## config.mk

```make
export PLATFORM = sky130hd
export DESIGN_NAME = parallel_phone_intrusion_detector
export DESIGN_NICKNAME = d
export VERILOG_FILES = /design/src/shared/ppd_pkg.sv /design/src/core/parallel_phone_intrusion_detector.sv
export VERILOG_INCLUDE_DIRS = /design/src /design/src/shared
export SDC_FILE = /design/constraint.sdc
export NUM_CORES = 1
export LEC_CHECK = 0
export BUFFER_PORTS_ARGS = -buffer_cell sky130_fd_sc_hd__buf_2
export CORE_MARGIN = 5
export CORE_UTILIZATION = 46
export DETAILED_ROUTE_END_ITERATION = 6
export PLACE_DENSITY = 0.67
export SLEW_MARGIN = 20
export SYNTH_ARGS = -nofsm -noshare
export SYNTH_HDL_FRONTEND = slang
export SYNTH_SLANG_ARGS = --single-unit
```

## constraint.sdc

```tcl
create_clock -name sys_clk_in -period 5.3 [get_ports sys_clk_in]
set_input_delay 0.53 -clock sys_clk_in [delete_from_list [all_inputs] [get_ports sys_clk_in]]
set_output_delay 0.53 -clock sys_clk_in [all_outputs]
set_load 0.005 [all_outputs]
```

## src/shared/ppd_params.svh

```systemverilog
// constants for the parallel phone intrusion detector
// assumes a 10 MHz system clock and an 8-bit register port
`ifndef PPD_PARAMS_SVH
`define PPD_PARAMS_SVH
// timebase
`define PPD_CLK_HZ 10000000
`define PPD_ONH_PERIOD_US 26660
`define PPD_TICK_US 40000
`define PPD_ONH_CYC (`PPD_ONH_PERIOD_US * (`PPD_CLK_HZ / 1000000))
`define PPD_TICK_CYC (`PPD_TICK_US * (`PPD_CLK_HZ / 1000000))
`define PPD_DIV200 5
// register offsets
`define PPD_A_ONH_THR 8'h11
`define PPD_A_OFH_THR 8'h12
`define PPD_A_METHOD 8'h13
`define PPD_A_STATUS 8'h14
`define PPD_A_BLK_TIME 8'h29
`define PPD_A_SUPPRESS 8'h33
`define PPD_A_REENABLE 8'h62
`define PPD_A_SETTLE 8'h82
`define PPD_A_LOOP 8'hDB
`define PPD_A_DEGLITCH 8'hDF
// field positions
`define PPD_B_ONSEL 3
`define PPD_B_OFFSEL 4
`define PPD_B_RESULT_CODE_MASTER_DISABLE 7
`define PPD_B_NLD 2
`define PPD_B_IND 1
`define PPD_B_ALT 6
// reset values and the timed blocking method code
`define PPD_R_AVL 5'h08
`define PPD_R_DVL 3'h2
`define PPD_R_DCL 3'h2
`define PPD_R_REF 5'h00
`define PPD_R_OFFSEL 1'b1
`define PPD_R_IST 4'h5
`define PPD_B_TIMED 2'h2
`endif

```

## src/shared/ppd_pkg.sv

```systemverilog
// types for the parallel phone intrusion detector
// no assumptions beyond the matching params header
package ppd_pkg;
  // hook phase, on hook and off-hook, one-hot
  typedef enum logic [3:0] {
    ST_ONHOOK = 4'h1,
    ST_SETTLE = 4'h2,
    ST_RUN = 4'h4,
    ST_BLOCK = 4'h8
  } phase_t;
  // result codes toward the host
  typedef enum logic [1:0] {
    RC_INTR = 2'h0,
    RC_INTR_END = 2'h1,
    RC_NO_LINE = 2'h2,
    RC_LINE_BACK = 2'h3
  } rc_t;
  typedef struct packed {
    logic valid;
    rc_t code;
  } result_t;
  typedef struct packed {
    logic [7:0] addr;
    logic [7:0] wdata;
    logic wr;
    logic rd;
  } bus_req_t;
endpackage

```

## src/core/parallel_phone_intrusion_detector.sv

```systemverilog
// parallel phone intrusion detector: on-hook and off-hook algorithms
// assumes a 5-bit loop sense code from an async front end and a
// same-clock hook state and dial start pulse from the modem core
//
// Overview of operation
// RQ1 - loop sense code reported in register
// RQ2 - on-hook select: absolute or differential
// RQ3 - absolute: intrusion when code below threshold
// RQ4 - absolute threshold resets to 25 V code
// RQ5 - differential every 26.66 ms, threshold two
// RQ6 - codes on intrusion start/end, status held
// RQ7 - zero code: no-line code and status
// RQ8 - master disable gates codes, status continues
// RQ9 - alternate suppress: no codes, status frozen (status frozen on hook only; off hook the status still updates)
// RQ10 - wait settling time before off-hook algorithms
// RQ11 - select bit and rate pick algorithm
// RQ12 - differential one: 200 ms, 800 ms lookback
// RQ13 - off-hook differential threshold defaults two
// RQ14 - deglitch passes only repeated samples
// RQ15 - differential two: rate-scaled period, lookback
// RQ16 - host should program one second rate
// RQ17 - host preloads reference before off hook
// RQ18 - on hook, save last clean sample
// RQ19 - reference cleared on reset, reconnect
// RQ20 - blocking method timed window after dialing
// RQ21 - compare samples across the blocking window
// RQ22 - off-hook absolute: code below reference
// RQ23 - samples held, intervals from counters
//
// Design decisions made here: the register offsets and strobed register access.
`timescale 1ns/1ps
`include "ppd_params.svh"
module parallel_phone_intrusion_detector #(
  parameter int ONH_CYC = `PPD_ONH_CYC,
  parameter int TICK_CYC = `PPD_TICK_CYC
) (
  input wire logic sys_clk_in,
  input wire logic arst_n_in,
  input wire ppd_pkg::bus_req_t bus_req_in,
  input wire logic [4:0] loop_sense_code_in,
  input wire logic off_hook_in,
  input wire logic dial_start_in,
  output ppd_pkg::result_t result_out,
  output logic intrusion_status_out,
  output logic no_line_status_out,
  output logic [7:0] rdata_out
);
  import ppd_pkg::*;

  // =========================================================
  // state
  // =========================================================
  logic [4:0] s1_ff, s2_ff, s3_ff; // pin synchroniser
  logic [4:0] lv_ff, nxt_lv; // accepted loop sense code
  logic [18:0] onh_cnt_ff, nxt_onh_cnt; // 26.66 ms divider
  logic [18:0] t40_cnt_ff, nxt_t40_cnt; // 40 ms divider
  logic [2:0] div5_ff, nxt_div5; // 200 ms prescale
  logic [6:0] dg_cnt_ff, nxt_dg_cnt; // deglitch period
  logic [3:0] stl_ff, nxt_stl; // settling count
  logic [7:0] blk_ff, nxt_blk; // blocking count
  logic [4:0] avl_ff, nxt_avl, ref_ff, nxt_ref;
  logic [2:0] dvl_ff, nxt_dvl, dcl_ff, nxt_dcl;
  logic onsel_ff, nxt_onsel, offsel_ff, nxt_offsel;
  logic result_code_master_disable_ff, nxt_result_code_master_disable, alt_ff, nxt_alt;
  logic [3:0] reen_ff, nxt_reen, ist_ff, nxt_ist;
  logic [7:0] btime_ff, nxt_btime;
  logic [1:0] ib_ff, nxt_ib;
  logic [6:0] deglitch_rate_ff, nxt_deglitch_rate;
  phase_t phase_ff, nxt_phase;
  logic ind_ff, nxt_ind, nld_ff, nxt_nld;
  logic [4:0] prev_ff, nxt_prev; // on-hook previous sample
  logic [4:0] hist_ff [4]; // off-hook history, [0] newest
  logic [4:0] nxt_hist [4];
  logic [4:0] good_ff, nxt_good; // last clean sample
  logic [4:0] dgl_ff, nxt_dgl; // last deglitch sample
  logic [4:0] pre_ff, nxt_pre; // sample before blocking
  result_t res_ff, nxt_res;
  logic [7:0] rdata_ff, nxt_rdata;

  // combinational helpers
  logic t40, t200, on_tick, dg_tick, diff1, diff2, take, emit;
  rc_t ecode;
  logic [4:0] old;

  // =========================================================
  // helpers
  // =========================================================
  // true when a exceeds b by more than thr
  function automatic logic drop(input logic [4:0] a,
                                input logic [4:0] b,
                                input logic [2:0] thr);
    drop = (a > b) && ((a - b) > {2'h0, thr});
  endfunction

  // =========================================================
  // next state
  // =========================================================
  // one process computes every next value except the synchroniser stages
  always_comb
  begin
    nxt_lv = lv_ff;
    nxt_onh_cnt = onh_cnt_ff + 19'h1;
    nxt_t40_cnt = t40_cnt_ff + 19'h1;
    nxt_div5 = div5_ff;
    nxt_dg_cnt = dg_cnt_ff;
    nxt_stl = stl_ff;
    nxt_blk = blk_ff;
    nxt_avl = avl_ff;
    nxt_ref = ref_ff;
    nxt_dvl = dvl_ff;
    nxt_dcl = dcl_ff;
    nxt_onsel = onsel_ff;
    nxt_offsel = offsel_ff;
    nxt_result_code_master_disable = result_code_master_disable_ff;
    nxt_alt = alt_ff;
    nxt_reen = reen_ff;
    nxt_ist = ist_ff;
    nxt_btime = btime_ff;
    nxt_ib = ib_ff;
    nxt_deglitch_rate = deglitch_rate_ff;
    nxt_phase = phase_ff;
    nxt_ind = ind_ff;
    nxt_nld = nld_ff;
    nxt_prev = prev_ff;
    nxt_hist = hist_ff;
    nxt_good = good_ff;
    nxt_dgl = dgl_ff;
    nxt_pre = pre_ff;
    nxt_rdata = 8'h00;
    emit = 1'b0;
    ecode = RC_INTR;
    take = 1'b0;
    old = 5'h00;
    // accept a code once the last two stages agree
    if (s2_ff == s3_ff)
    begin
      nxt_lv = s3_ff;
    end
    // periodic intervals from counters
    on_tick = onh_cnt_ff == 19'(ONH_CYC - 1); // RQ23
    t40 = t40_cnt_ff == 19'(TICK_CYC - 1); // RQ23
    t200 = t40 && (div5_ff == 3'(`PPD_DIV200 - 1));
    dg_tick = t40 && (dg_cnt_ff == deglitch_rate_ff - 7'h1);
    if (on_tick)
    begin
      nxt_onh_cnt = 19'h0;
    end
    if (t40)
    begin
      nxt_t40_cnt = 19'h0;
      nxt_div5 = t200 ? 3'h0 : div5_ff + 3'h1;
      nxt_dg_cnt = dg_tick ? 7'h0 : dg_cnt_ff + 7'h1;
    end
    // algorithm choice
    diff1 = offsel_ff && (deglitch_rate_ff == 7'h0); // RQ11
    diff2 = offsel_ff && (deglitch_rate_ff != 7'h0); // RQ11
    // deglitch: forward only a repeated sample
    if (dg_tick)
    begin
      nxt_dgl = lv_ff;
    end
    // register writes
    if (bus_req_in.wr)
    begin
      unique case (bus_req_in.addr)
        `PPD_A_ONH_THR:
        begin
          nxt_avl = bus_req_in.wdata[4:0];
          nxt_dvl = bus_req_in.wdata[7:5];
        end
        `PPD_A_OFH_THR:
        begin
          nxt_ref = bus_req_in.wdata[4:0];
          nxt_dcl = bus_req_in.wdata[7:5];
        end
        `PPD_A_METHOD:
        begin
          nxt_onsel = bus_req_in.wdata[`PPD_B_ONSEL];
          nxt_offsel = bus_req_in.wdata[`PPD_B_OFFSEL];
        end
        `PPD_A_STATUS: nxt_result_code_master_disable = bus_req_in.wdata[`PPD_B_RESULT_CODE_MASTER_DISABLE];
        `PPD_A_BLK_TIME: nxt_btime = bus_req_in.wdata;
        `PPD_A_SUPPRESS: nxt_alt = bus_req_in.wdata[`PPD_B_ALT];
        `PPD_A_REENABLE: nxt_reen = bus_req_in.wdata[3:0];
        `PPD_A_SETTLE:
        begin
          nxt_ist = bus_req_in.wdata[7:4];
          nxt_ib = bus_req_in.wdata[1:0];
        end
        `PPD_A_DEGLITCH: nxt_deglitch_rate = bus_req_in.wdata[6:0];
        default: ; // unmapped writes ignored
      endcase
    end
    // hook phase machine; hardware updates win over writes
    unique case (phase_ff)
      ST_ONHOOK:
      begin
        if (off_hook_in)
        begin
          nxt_phase = ST_SETTLE;
          nxt_stl = 4'h0;
          // restart the timebase so settling starts at the hook edge
          nxt_t40_cnt = 19'h0; // RQ10
          nxt_div5 = 3'h0;
          nxt_dg_cnt = 7'h0;
        end
        else if (!alt_ff) // RQ9
        begin
          if (lv_ff == 5'h00 && !nld_ff)
          begin
            nxt_nld = 1'b1; // RQ7
            emit = 1'b1;
            ecode = RC_NO_LINE;
          end
          else if (lv_ff != 5'h00 && nld_ff)
          begin
            nxt_nld = 1'b0; // RQ7
            nxt_ref = 5'h00; // RQ19
            emit = 1'b1;
            ecode = RC_LINE_BACK;
          end
          else if (on_tick)
          begin
            nxt_prev = lv_ff; // RQ5
            if (!onsel_ff) // RQ2
            begin
              nxt_ind = lv_ff < avl_ff; // RQ3
            end
            else if (drop(prev_ff, lv_ff, dvl_ff))
            begin
              nxt_ind = 1'b1; // RQ5
            end
            else if (drop(lv_ff, prev_ff, dvl_ff))
            begin
              nxt_ind = 1'b0; // RQ5
            end
            if (nxt_ind != ind_ff)
            begin
              emit = 1'b1; // RQ6
              ecode = nxt_ind ? RC_INTR : RC_INTR_END;
            end
          end
        end
      end
      ST_SETTLE:
      begin
        if (t200)
        begin
          nxt_stl = stl_ff + 4'h1; // RQ10
        end
        if (t200 && (stl_ff + 4'h1 >= ist_ff))
        begin
          nxt_phase = ST_RUN;
          // preset reference or first sample
          for (int i = 0; i < 4; i++)
          begin
            nxt_hist[i] = (ref_ff != 5'h00) ? ref_ff : lv_ff;
          end
          nxt_good = nxt_hist[0];
        end
      end
      ST_RUN:
      begin
        if (dial_start_in && diff2 && ib_ff == `PPD_B_TIMED)
        begin
          nxt_phase = ST_BLOCK; // RQ20
          nxt_blk = 8'h00;
          nxt_pre = hist_ff[0]; // RQ21
          // window measured from the dial edge, not a free phase
          nxt_t40_cnt = 19'h0; // RQ20
          nxt_div5 = 3'h0;
        end
        else if (!offsel_ff)
        begin
          if (t40)
          begin
            nxt_ind = lv_ff < ref_ff; // RQ22
            if (!nxt_ind)
            begin
              nxt_good = lv_ff;
            end
          end
        end
        else
        begin
          take = (diff1 && t200) // RQ12
            || (diff2 && dg_tick && lv_ff == dgl_ff); // RQ14
          old = diff1 ? hist_ff[3] : hist_ff[1]; // RQ15
          if (take)
          begin
            if (!ind_ff && drop(old, lv_ff, dcl_ff))
            begin
              nxt_ind = 1'b1; // RQ12
            end
            else if (ind_ff && drop(lv_ff, old, dcl_ff))
            begin
              nxt_ind = 1'b0; // RQ12
            end
            if (!nxt_ind)
            begin
              nxt_good = lv_ff;
            end
            nxt_hist[0] = lv_ff;
            for (int i = 1; i < 4; i++)
            begin
              nxt_hist[i] = hist_ff[i - 1];
            end
          end
        end
        if (nxt_ind != ind_ff)
        begin
          emit = 1'b1; // RQ6
          ecode = nxt_ind ? RC_INTR : RC_INTR_END;
        end
      end
      ST_BLOCK:
      begin
        if (t200)
        begin
          nxt_blk = blk_ff + 8'h1;
        end
        if (t200 && (blk_ff + 8'h1 >= btime_ff))
        begin
          nxt_phase = ST_RUN;
          for (int i = 0; i < 4; i++)
          begin
            nxt_hist[i] = lv_ff;
          end
          if (!ind_ff && drop(pre_ff, lv_ff, dcl_ff))
          begin
            nxt_ind = 1'b1; // RQ21
            emit = 1'b1;
            ecode = RC_INTR;
          end
        end
      end
      default: nxt_phase = ST_ONHOOK;
    endcase
    // back on hook from any off-hook phase
    if (phase_ff != ST_ONHOOK && !off_hook_in)
    begin
      nxt_phase = ST_ONHOOK;
      nxt_ref = good_ff; // RQ18
      nxt_prev = lv_ff;
    end
    // code gating: alternate suppress, then master disable
    nxt_res.valid = emit && !alt_ff // RQ9
      && (!result_code_master_disable_ff || reen_ff[ecode]); // RQ8
    nxt_res.code = ecode;
    // read data, one cycle after the strobe
    if (bus_req_in.rd)
    begin
      unique case (bus_req_in.addr)
        `PPD_A_ONH_THR: nxt_rdata = {dvl_ff, avl_ff};
        `PPD_A_OFH_THR: nxt_rdata = {dcl_ff, ref_ff};
        `PPD_A_METHOD: nxt_rdata = {3'h0, offsel_ff, onsel_ff, 3'h0};
        `PPD_A_STATUS:
          nxt_rdata = {result_code_master_disable_ff, 4'h0, nld_ff, ind_ff, 1'b0};
        `PPD_A_BLK_TIME: nxt_rdata = btime_ff;
        `PPD_A_SUPPRESS: nxt_rdata = {1'b0, alt_ff, 6'h00};
        `PPD_A_REENABLE: nxt_rdata = {4'h0, reen_ff};
        `PPD_A_SETTLE: nxt_rdata = {ist_ff, 2'h0, ib_ff};
        `PPD_A_LOOP: nxt_rdata = {3'h0, lv_ff}; // RQ1
        `PPD_A_DEGLITCH: nxt_rdata = {1'b0, deglitch_rate_ff};
        default: nxt_rdata = 8'h00;
      endcase
    end
  end

  // =========================================================
  // registers
  // =========================================================
  // registers only; constants under reset
  always_ff @(posedge sys_clk_in or negedge arst_n_in)
  begin
    if (!arst_n_in)
    begin
      s1_ff <= 5'h00;
      s2_ff <= 5'h00;
      s3_ff <= 5'h00;
      lv_ff <= 5'h00;
      onh_cnt_ff <= 19'h0; // RQ23
      t40_cnt_ff <= 19'h0;
      div5_ff <= 3'h0;
      dg_cnt_ff <= 7'h0;
      stl_ff <= 4'h0;
      blk_ff <= 8'h00;
      avl_ff <= `PPD_R_AVL; // RQ4
      ref_ff <= `PPD_R_REF; // RQ19
      dvl_ff <= `PPD_R_DVL; // RQ5
      dcl_ff <= `PPD_R_DCL; // RQ13
      onsel_ff <= 1'b0;
      offsel_ff <= `PPD_R_OFFSEL;
      result_code_master_disable_ff <= 1'b0;
      alt_ff <= 1'b0;
      reen_ff <= 4'h0;
      ist_ff <= `PPD_R_IST; // RQ10
      btime_ff <= 8'h00;
      ib_ff <= 2'h0;
      deglitch_rate_ff <= 7'h00;
      phase_ff <= ST_ONHOOK;
      ind_ff <= 1'b0;
      nld_ff <= 1'b0;
      prev_ff <= 5'h00;
      hist_ff <= '{default: 5'h00};
      good_ff <= 5'h00;
      dgl_ff <= 5'h00;
      pre_ff <= 5'h00;
      res_ff <= '0;
      rdata_ff <= 8'h00;
    end
    else
    begin
      s1_ff <= loop_sense_code_in;
      s2_ff <= s1_ff;
      s3_ff <= s2_ff;
      lv_ff <= nxt_lv;
      onh_cnt_ff <= nxt_onh_cnt;
      t40_cnt_ff <= nxt_t40_cnt;
      div5_ff <= nxt_div5;
      dg_cnt_ff <= nxt_dg_cnt;
      stl_ff <= nxt_stl;
      blk_ff <= nxt_blk;
      avl_ff <= nxt_avl;
      ref_ff <= nxt_ref;
      dvl_ff <= nxt_dvl;
      dcl_ff <= nxt_dcl;
      onsel_ff <= nxt_onsel;
      offsel_ff <= nxt_offsel;
      result_code_master_disable_ff <= nxt_result_code_master_disable;
      alt_ff <= nxt_alt;
      reen_ff <= nxt_reen;
      ist_ff <= nxt_ist;
      btime_ff <= nxt_btime;
      ib_ff <= nxt_ib;
      deglitch_rate_ff <= nxt_deglitch_rate;
      phase_ff <= nxt_phase;
      ind_ff <= nxt_ind;
      nld_ff <= nxt_nld;
      prev_ff <= nxt_prev;
      hist_ff <= nxt_hist;
      good_ff <= nxt_good;
      dgl_ff <= nxt_dgl;
      pre_ff <= nxt_pre;
      res_ff <= nxt_res;
      rdata_ff <= nxt_rdata;
    end
  end

  // outputs straight from flip-flops
  assign result_out = res_ff;
  assign intrusion_status_out = ind_ff;
  assign no_line_status_out = nld_ff;
  assign rdata_out = rdata_ff;
endmodule

```

==> key figures, run 1 <==
Outcome
  • Status: complete, but fails checks
  • Failing checks: DRC

Setup path
  • Required @ worst endpoint: between 5 and 6 ns
  • Critical Path End Type: flip-flop
  • CP Max Fanout: 6
  • CP Launch Type: flip-flop
  • Critical path class: flip-flop to flip-flop
  • Crit path DAT: between 5 and 6 ns

Global route
  • Total GRT Usage: between 20% and 30%
  • First-pass GRT wire length: 43,400 um
  • Vias in the first global route: between 7,000 and 8,000
  • Largest net degree at the start of global routing: ~180
  • Antenna violations before repair: 0
  • GRT overflow: 0

Placed design
  • IO buf count: 39
  • Post-DP Area: ~11,000 um^2
  • Final HPWL DP: 19,400 um
  • Routability cong.: 0.909

Route
  • Post-DR wirelength/cell: roughly 18 um
  • DRC Markers: 8
  • Initial DRC Count: 691
  • Avg Vias per Cell: between 5 and 6
  • Total vias in the final route: 8,346
  • Total wire length: between 20,000 and 30,000 um
  • Post-DRT Antenna Nets: 0
  • First-pass detailed-route iteration total: 7

Timing
  • Fin crit period: 4.98 ns
  • RSZ-0062 raised after global routing: false
  • Hold Worst Slack: around 0.09 ns
  • FMAX: 201 MHz
  • Worst-margin pin slew: approximately 1.0 ns
  • Max_slew headroom: 30.3%
  • Final period util: 94.0%
  • TNS Setup: 0 ns
  • Setup Viol. Count Final: 0
  • Endpoints failing hold: 0
  • Clock skew: roughly 0.017 ns
  • Slew Viols, Final: 0

Layout
  • Area occupied by multi-input gates: ~6000 um^2
  • Nets@finish: around 1,200
  • Number of diodes: 0
  • Share of layout cells above drive strength 1: around 16%
  • Register Area: 4560 um^2
  • Fill cells: 2,141
  • Design Area, Final: about 12,000 um^2
  • Synthesis-to-finish area growth: 11.7%

Pwr
  • Worst IR Drop VDD: approximately 0.00022 V
  • Static leakage: between 5 and 6 nW
  • Pwr/cell area: around 410 nW/um^2
  • Overall Power: between 0.004 and 0.005 W

CTS
  • Clock tree buffer depth: 2
  • Clock Latency Late Sink: 0.45 ns
  • Num CTS Buffers: 17
  • CTS Sinks: between 150 and 200
  • Clock-pin slew on the worst setup and hold paths: approximately 0.080 ns
  • CTS tree: yes
  • H-tree Lvls: 4
  • CTS root buffer: clkbuf_16

Synth
  • Top cells by area, synth: dfrtp_1 (41%), ha_1 (8.1%), mux2_2 (6.7%)
  • Synthesis-stage register bit count: approximately 180
  • Mapped Cells: roughly 1,100
  • Yosys top cell by area: dfrtp_1
  • Synthesized area: around 11,000 um^2
  • Sequential area share after synthesis: between 40% and 50%
  • Syn nets: roughly 1,200
  • Number of synthesized flops with an enable pin: 0
  • Ys flop type: dfrtp_1
  • Ys async rst share: between 90% and 100%
  • Ys Warns: 0
  • Synth top area share: 40.7%
  • Synth cell types: 71
  • Avg Inst Size Synth: between 9 and 10 um^2

Die
  • Die width: between 150 and 200 um
  • Die area: 26,500 um^2
  • Row count: 56
  • Chip height: roughly 160 um
  • I/O pin cnt: 40
  • Initial Util: between 40 and 50%
  • Core area: 23,300 um^2

Worst hold path
  • Hold crit path type: input port to asynchronous set/reset pin

Job
  • Max-cap violations: 0
[per-stage QoR]
step                util, %  setup WS, ns  cells
floorplan                 -         0.782   1092
global route           51.7        0.0197   1471
finish                 51.7         0.317   1471
global placement       48.9         0.328   1437
detailed placement     48.9         0.195   1437
CTS                    51.4         0.131   1469
[report_power, final]
| part | total [W] | internal, W | switching, W |
|---|---|---|---|
| clock | 0.00126 | 0.000631 | 0.000631 |
| sequential | 0.00170 | 0.00154 | 0.000153 |
| combinational | 0.00193 | 0.000835 | 0.00110 |
[repair_timing]
action / 4_1_cts / 5_1_grt
setup buffers: 0 / 1
hold endpoints to repair: 0 / 0
resized for setup: 0 / 2
endpoints found under the setup margin: 0 / 1
hold buffers: 0 / 0
[synthesized netlist by cell type, types with 15 or more instances]
master	n
a21oi_1	31
clkbuf_1	22
nand4_1	17
xor2_1	39
inv_1	70
ha_1	70
nor3_1	17
xnor2_1	32
mux2_2	64
a31oi_1	17
nand2_1	136
nand3_1	44
o21ai_0	57
dfrtp_1	175
mux2i_1	15
nor2_1	80
[cells by family after synthesis]
logic type                 count (synthesis)  synth area share (%)
AOI/OAI and AO/OA                        194                  12.1
xor gates and xnor gates                  71                  5.78
adders and majority gates                 75                  9.07
buffers and inverters                     96                  3.43
DFF                                      182                  42.4
muxes                                     89                  9.49
and+or+nand+nor                          385                  17.7
[layer usage]
metal	track usage, %	routed length [um]
met3	3.59	1340
met5	0	0
met2	32.2	12500
met1	29.1	12400
met4	6.71	553
[critical path, cell delays in order (launching register included)]
cell     delay [ns]
dfrtp_1        0.42
inv_1          0.09
ha_1           0.25
nor3b_4        0.33
nand3_2        0.23
mux2_2         0.31
inv_1          0.04
ha_1           0.22
fa_1           0.49
inv_1          0.05
ha_1           0.27
nor2b_1        0.13
o21ai_0        0.15
a32oi_1        0.10
o41ai_2        0.44
a311o_1        0.24
and2_1         0.14
ha_1           0.13
a22o_1         0.21
mux2_2         0.35
nor3b_1        0.19
nor3_1         0.09
[registers in the layout, summed over array words and instances, names as in the netlist, 7 cells and up]
| register | flops |
|---|---|
| hist_ff | 20 |
| rdata_out | 8 |
| t40_cnt_ff | 19 |
| deglitch_rate_ff | 7 |
| btime_ff | 8 |
| onh_cnt_ff | 19 |
| blk_ff | 8 |
| dg_cnt_ff | 7 |
[cells in the final DEF (no fill, tap or decap), types with 7 or more instances in the layout]
| master | instances |
|---|---|
| nand3_1 | 43 |
| mux2_2 | 64 |
| dfrtp_1 | 175 |
| mux2_4 | 10 |
| nand2b_1 | 10 |
| o21a_1 | 7 |
| mux2i_1 | 15 |
| nor2_1 | 80 |
| nor4_1 | 7 |
| and3_1 | 11 |
| nand4_1 | 17 |
| dfstp_2 | 7 |
| a22oi_1 | 11 |
| a21o_1 | 9 |
| nor4b_1 | 8 |
| nor2b_1 | 8 |
| nor3_1 | 17 |
| xnor2_1 | 32 |
| clkbuf_16 | 17 |
| nand2_1 | 136 |
| a21oi_1 | 31 |
| and2_1 | 9 |
| xor2_1 | 39 |
| o21ai_0 | 57 |
| a222oi_1 | 10 |
| buf_4 | 13 |
| inv_1 | 70 |
| a31oi_1 | 17 |
| ha_1 | 70 |
| buf_2 | 38 |
[worst paths after layout]
path                                       start            end  slack (ns)  depth (start not counted)
min reg2reg                             s1_ff[4]       s2_ff[4]        0.35                          0
max in group asynchronous              arst_n_in    phase_ff[0]        4.31                          3
min                                    arst_n_in   rdata_out[1]        0.09                          2
max reg2reg                  deglitch_rate_ff[0]  result_out[2]        0.32                         21
min in group sys_clk_in    loop_sense_code_in[1]       s1_ff[1]        0.19                          1
max                          deglitch_rate_ff[0]  result_out[2]        0.32                         21
[final cells by class]
| class | instances | share of cell area, % |
|---|---|---|
| flip-flops and latches | 182 | 38.0 |
| clock inverters | 15 | 1.35 |
| repair buffers | 54 | 2.90 |
| inverters | 70 | 2.19 |
| clock buffers | 17 | 3.54 |
| well taps | 319 | 3.32 |
| multi-input cells | 814 | 48.7 |
Note: power is estimated with default switching activity, not from simulation.
==> run 2: changes to the inputs <==
--- a/config.mk
+++ b/config.mk
@@ -9,6 +9,7 @@
 export BUFFER_PORTS_ARGS = -buffer_cell sky130_fd_sc_hd__buf_2
 export CORE_MARGIN = 5
 export CORE_UTILIZATION = 46
+export CTS_BUF_LIST = sky130_fd_sc_hd__clkbuf_2 sky130_fd_sc_hd__clkbuf_4 sky130_fd_sc_hd__clkbuf_8
 export DETAILED_ROUTE_END_ITERATION = 6
 export PLACE_DENSITY = 0.67
 export SLEW_MARGIN = 20
==> run 2 against run 1 <==
Net effect: the flow now finishes without violations; fmax increased by 0.44%; clock skew increased by 0.0054 ns; routed wire length decreased by 0.63%; power decreased by 6.6%; sequential power about the same; non-clock buffer count unchanged; worst setup slack improved by 0.022 ns; via count decreased by 0.30%; first-iteration DRC count decreased by 8.1%.
==> key figures, run 2 (synthesized netlist as in run 1, its figures left out) <==
Global route
  • Antenna violations before repair: 0 (unchanged)
  • Total GRT Usage: 20.4% (was 20.6%)
  • GRT overflow: 0 (unchanged)
  • First-pass GRT wire length: 43,200 um (was 43,400 um)
  • Vias in the first global route: 7,921 (was 7,946)
  • Largest net degree at the start of global routing: 183 (unchanged)

Timing
  • Clock skew: 0.0225 ns (was 0.0171 ns)
  • Slew Viols, Final: 0 (unchanged)
  • Max_slew headroom: 29.8% (was 30.3%)
  • Endpoints failing hold: 0 (unchanged)
  • RSZ-0062 raised after global routing: false (unchanged)
  • Fin crit period: 4.96 ns (was 4.98 ns)
  • Final period util: 93.6% (was 94.0%)
  • Worst-margin pin slew: 1.05 ns (about the same)
  • TNS Setup: 0 ns (unchanged)
  • FMAX: 202 MHz (was 201 MHz)
  • Hold Worst Slack: 0.165 ns (was 0.0897 ns)
  • Setup Viol. Count Final: 0 (unchanged)

CTS
  • Clock-pin slew on the worst setup and hold paths: 0.11 ns (was 0.08 ns)
  • Clock tree buffer depth: 2 (unchanged)
  • CTS Sinks: 182 (unchanged)
  • Clock Latency Late Sink: 0.48 ns (was 0.45 ns)
  • H-tree Lvls: 4 (unchanged)
  • CTS root buffer: clkbuf_8 (was clkbuf_16)
  • Num CTS Buffers: 17 (unchanged)
  • CTS tree: yes (unchanged)
  • Hold-fix buffers, CTS: 0 (unchanged)

Layout
  • Synthesis-to-finish area growth: 9.76% (was 11.7%)
  • Regs by FF count: hist_ff: 20 flops, onh_cnt_ff: 19 flops, t40_cnt_ff: 19 flops (unchanged)
  • Most common cell after layout, fill and taps aside: dfrtp_1 (unchanged)
  • Most frequent cells in the layout: dfrtp_1 (175), nand2_1 (136), nor2_1 (80) (unchanged)
  • Number of diodes: 0 (unchanged)
  • Top reg by flops: hist_ff (unchanged)
  • Nets@finish: 1,241 (unchanged)
  • Max FFs per register: 20 (unchanged)
  • Fill cells: 2,165 (was 2,141)
  • Share of layout cells above drive strength 1: 15.8% (unchanged)
  • Post-Layout Cell Count: 1,471 (unchanged)

Setup path
  • Crit path DAT: 5.33 ns (was 5.31 ns)
  • Highest-delay cell along the critical path: fa_1 (unchanged)
  • Required @ worst endpoint: 5.67 ns (was 5.63 ns)
  • CP Max Fanout: 5 (was 6)
  • Critical Path End Type: flip-flop (unchanged)
  • CP Launch Type: flip-flop (unchanged)
  • CP max stage delay: 0.48 ns (was 0.49 ns)
  • Critical path class: flip-flop to flip-flop (unchanged)
  • Top Family by Delay on Critical Path: adder cells (unchanged)
  • Cell Chain, Critical Path: inv_1 > ha_1 > nor3b_4 > nand3_2 > mux2_2 > inv_1 > ha_1 > fa_1 > inv_1 > ha_1 > nor2b_1 > o21ai_0 > a32oi_1 > o41ai_2 > a311o_1 > and2_1 > ha_1 > a22o_1 > mux2_2 > nor3b_1 > nor3_1 (unchanged)
  • Worst path bufs/invs: 3 (unchanged)
  • Most used cell, CP: ha_1 (unchanged)

Route
  • First-pass detailed-route iteration total: 7 (unchanged)
  • Avg Vias per Cell: 5.66 (was 5.67)
  • Total wire length: 26,600 um (was 26,800 um)
  • Initial DRC Count: 635 (was 691)
  • Post-DR wirelength/cell: 18.1 um (was 18.2 um)
  • DRC Markers: 0 (was 8)
  • Post-DRT Antenna Nets: 0 (unchanged)
  • Total vias in the final route: 8,321 (was 8,346)

Job
  • Max-cap violations: 0 (unchanged)

Placed design
  • Placed insts: 1,437 (unchanged)
  • Final HPWL DP: 19,400 um (unchanged)
  • Routability cong.: 0.909 (unchanged)
  • IO buf count: 39 (unchanged)

Pwr
  • Static leakage: 5.44 nW (was 5.53 nW)
  • Worst IR Drop VDD: 0.000163 V (was 0.000216 V)
  • Pwr/cell area: 387 nW/um^2 (was 407 nW/um^2)

Worst hold path
  • Hold crit path type: input port to flip-flop (was input port to asynchronous set/reset pin)

Die
  • Initial Util: 46.2% (unchanged)
  • Die width: 163 um (unchanged)
  • Row count: 56 (unchanged)
  • I/O pin cnt: 40 (unchanged)
  • Die area: 26,500 um^2 (unchanged)
  • Chip height: 163 um (unchanged)
  • Core area: 23,300 um^2 (unchanged)

Outcome
  • Status: finished, final reports clean (was complete, but fails checks)
-- run 2: cell type report --
cell class | count | area, um^2 | share of cell area [%]
Clock buffer | 17 | 234 | 1.98
Clock inverter | 15 | 163 | 1.38
Inverter | 70 | 263 | 2.23
Multi-Input combinational cell | 814 | 5860 | 49.6
Sequential cell | 182 | 4560 | 38.6
Tap cell | 319 | 399 | 3.38
Timing Repair Buffer | 54 | 329 | 2.79
-- run 2: timing repair --
action,CTS,global route
gates resized for setup,0,2
endpoints found under the setup margin,0,1
buffers inserted,0,2
-- run 2: per-stage QoR --
step / utilization, % / instance area, um^2 / setup slack [ns] / power (W)
3_3_place_gp: 48.9 / 11400 / 0.328 / 0.00356
6_report: 50.8 / 11800 / 0.338 / 0.00457
3_5_place_dp: 48.9 / 11400 / 0.195 / 0.00361
4_1_cts: 50.6 / 11800 / 0.128 / 0.00456
2_1_floorplan: - / 10800 / 0.782 / 0.00310
5_1_grt: 50.8 / 11800 / 0.0470 / 0.00491
-- run 2: metal layers --
metal / global-route usage, % / vias up / share of wire [%]
met5: 0 / - / 0
met3: 3.34 / 34 / 4.3
met2: 32.5 / 185 / 47
met1: 29.1 / 4116 / 47
met4: 5.64 / 0 / 1.8
li1: - / 3986 / -
-- run 2: power breakdown --
group	switching, W	internal (W)	total (W)
sequential	0.000154	0.00154	0.00170
combinational	0.00110	0.000833	0.00194
clock	0.000582	0.000354	0.000936
total	0.00184	0.00273	0.00457
-- run 2: path summary, 6_finish.rpt --
path	startpoint	to	slack [ns]	cells after the start
max reg2reg	deglitch_rate_ff[0]	result_out[2]	0.34	21
min in group asynchronous	arst_n_in	btime_ff[2]	0.21	2
max in group asynchronous	arst_n_in	dgl_ff[4]	4.30	2
min	loop_sense_code_in[2]	s1_ff[2]	0.17	1
max	deglitch_rate_ff[0]	result_out[2]	0.34	21
min reg2reg	s1_ff[4]	s2_ff[4]	0.36	0
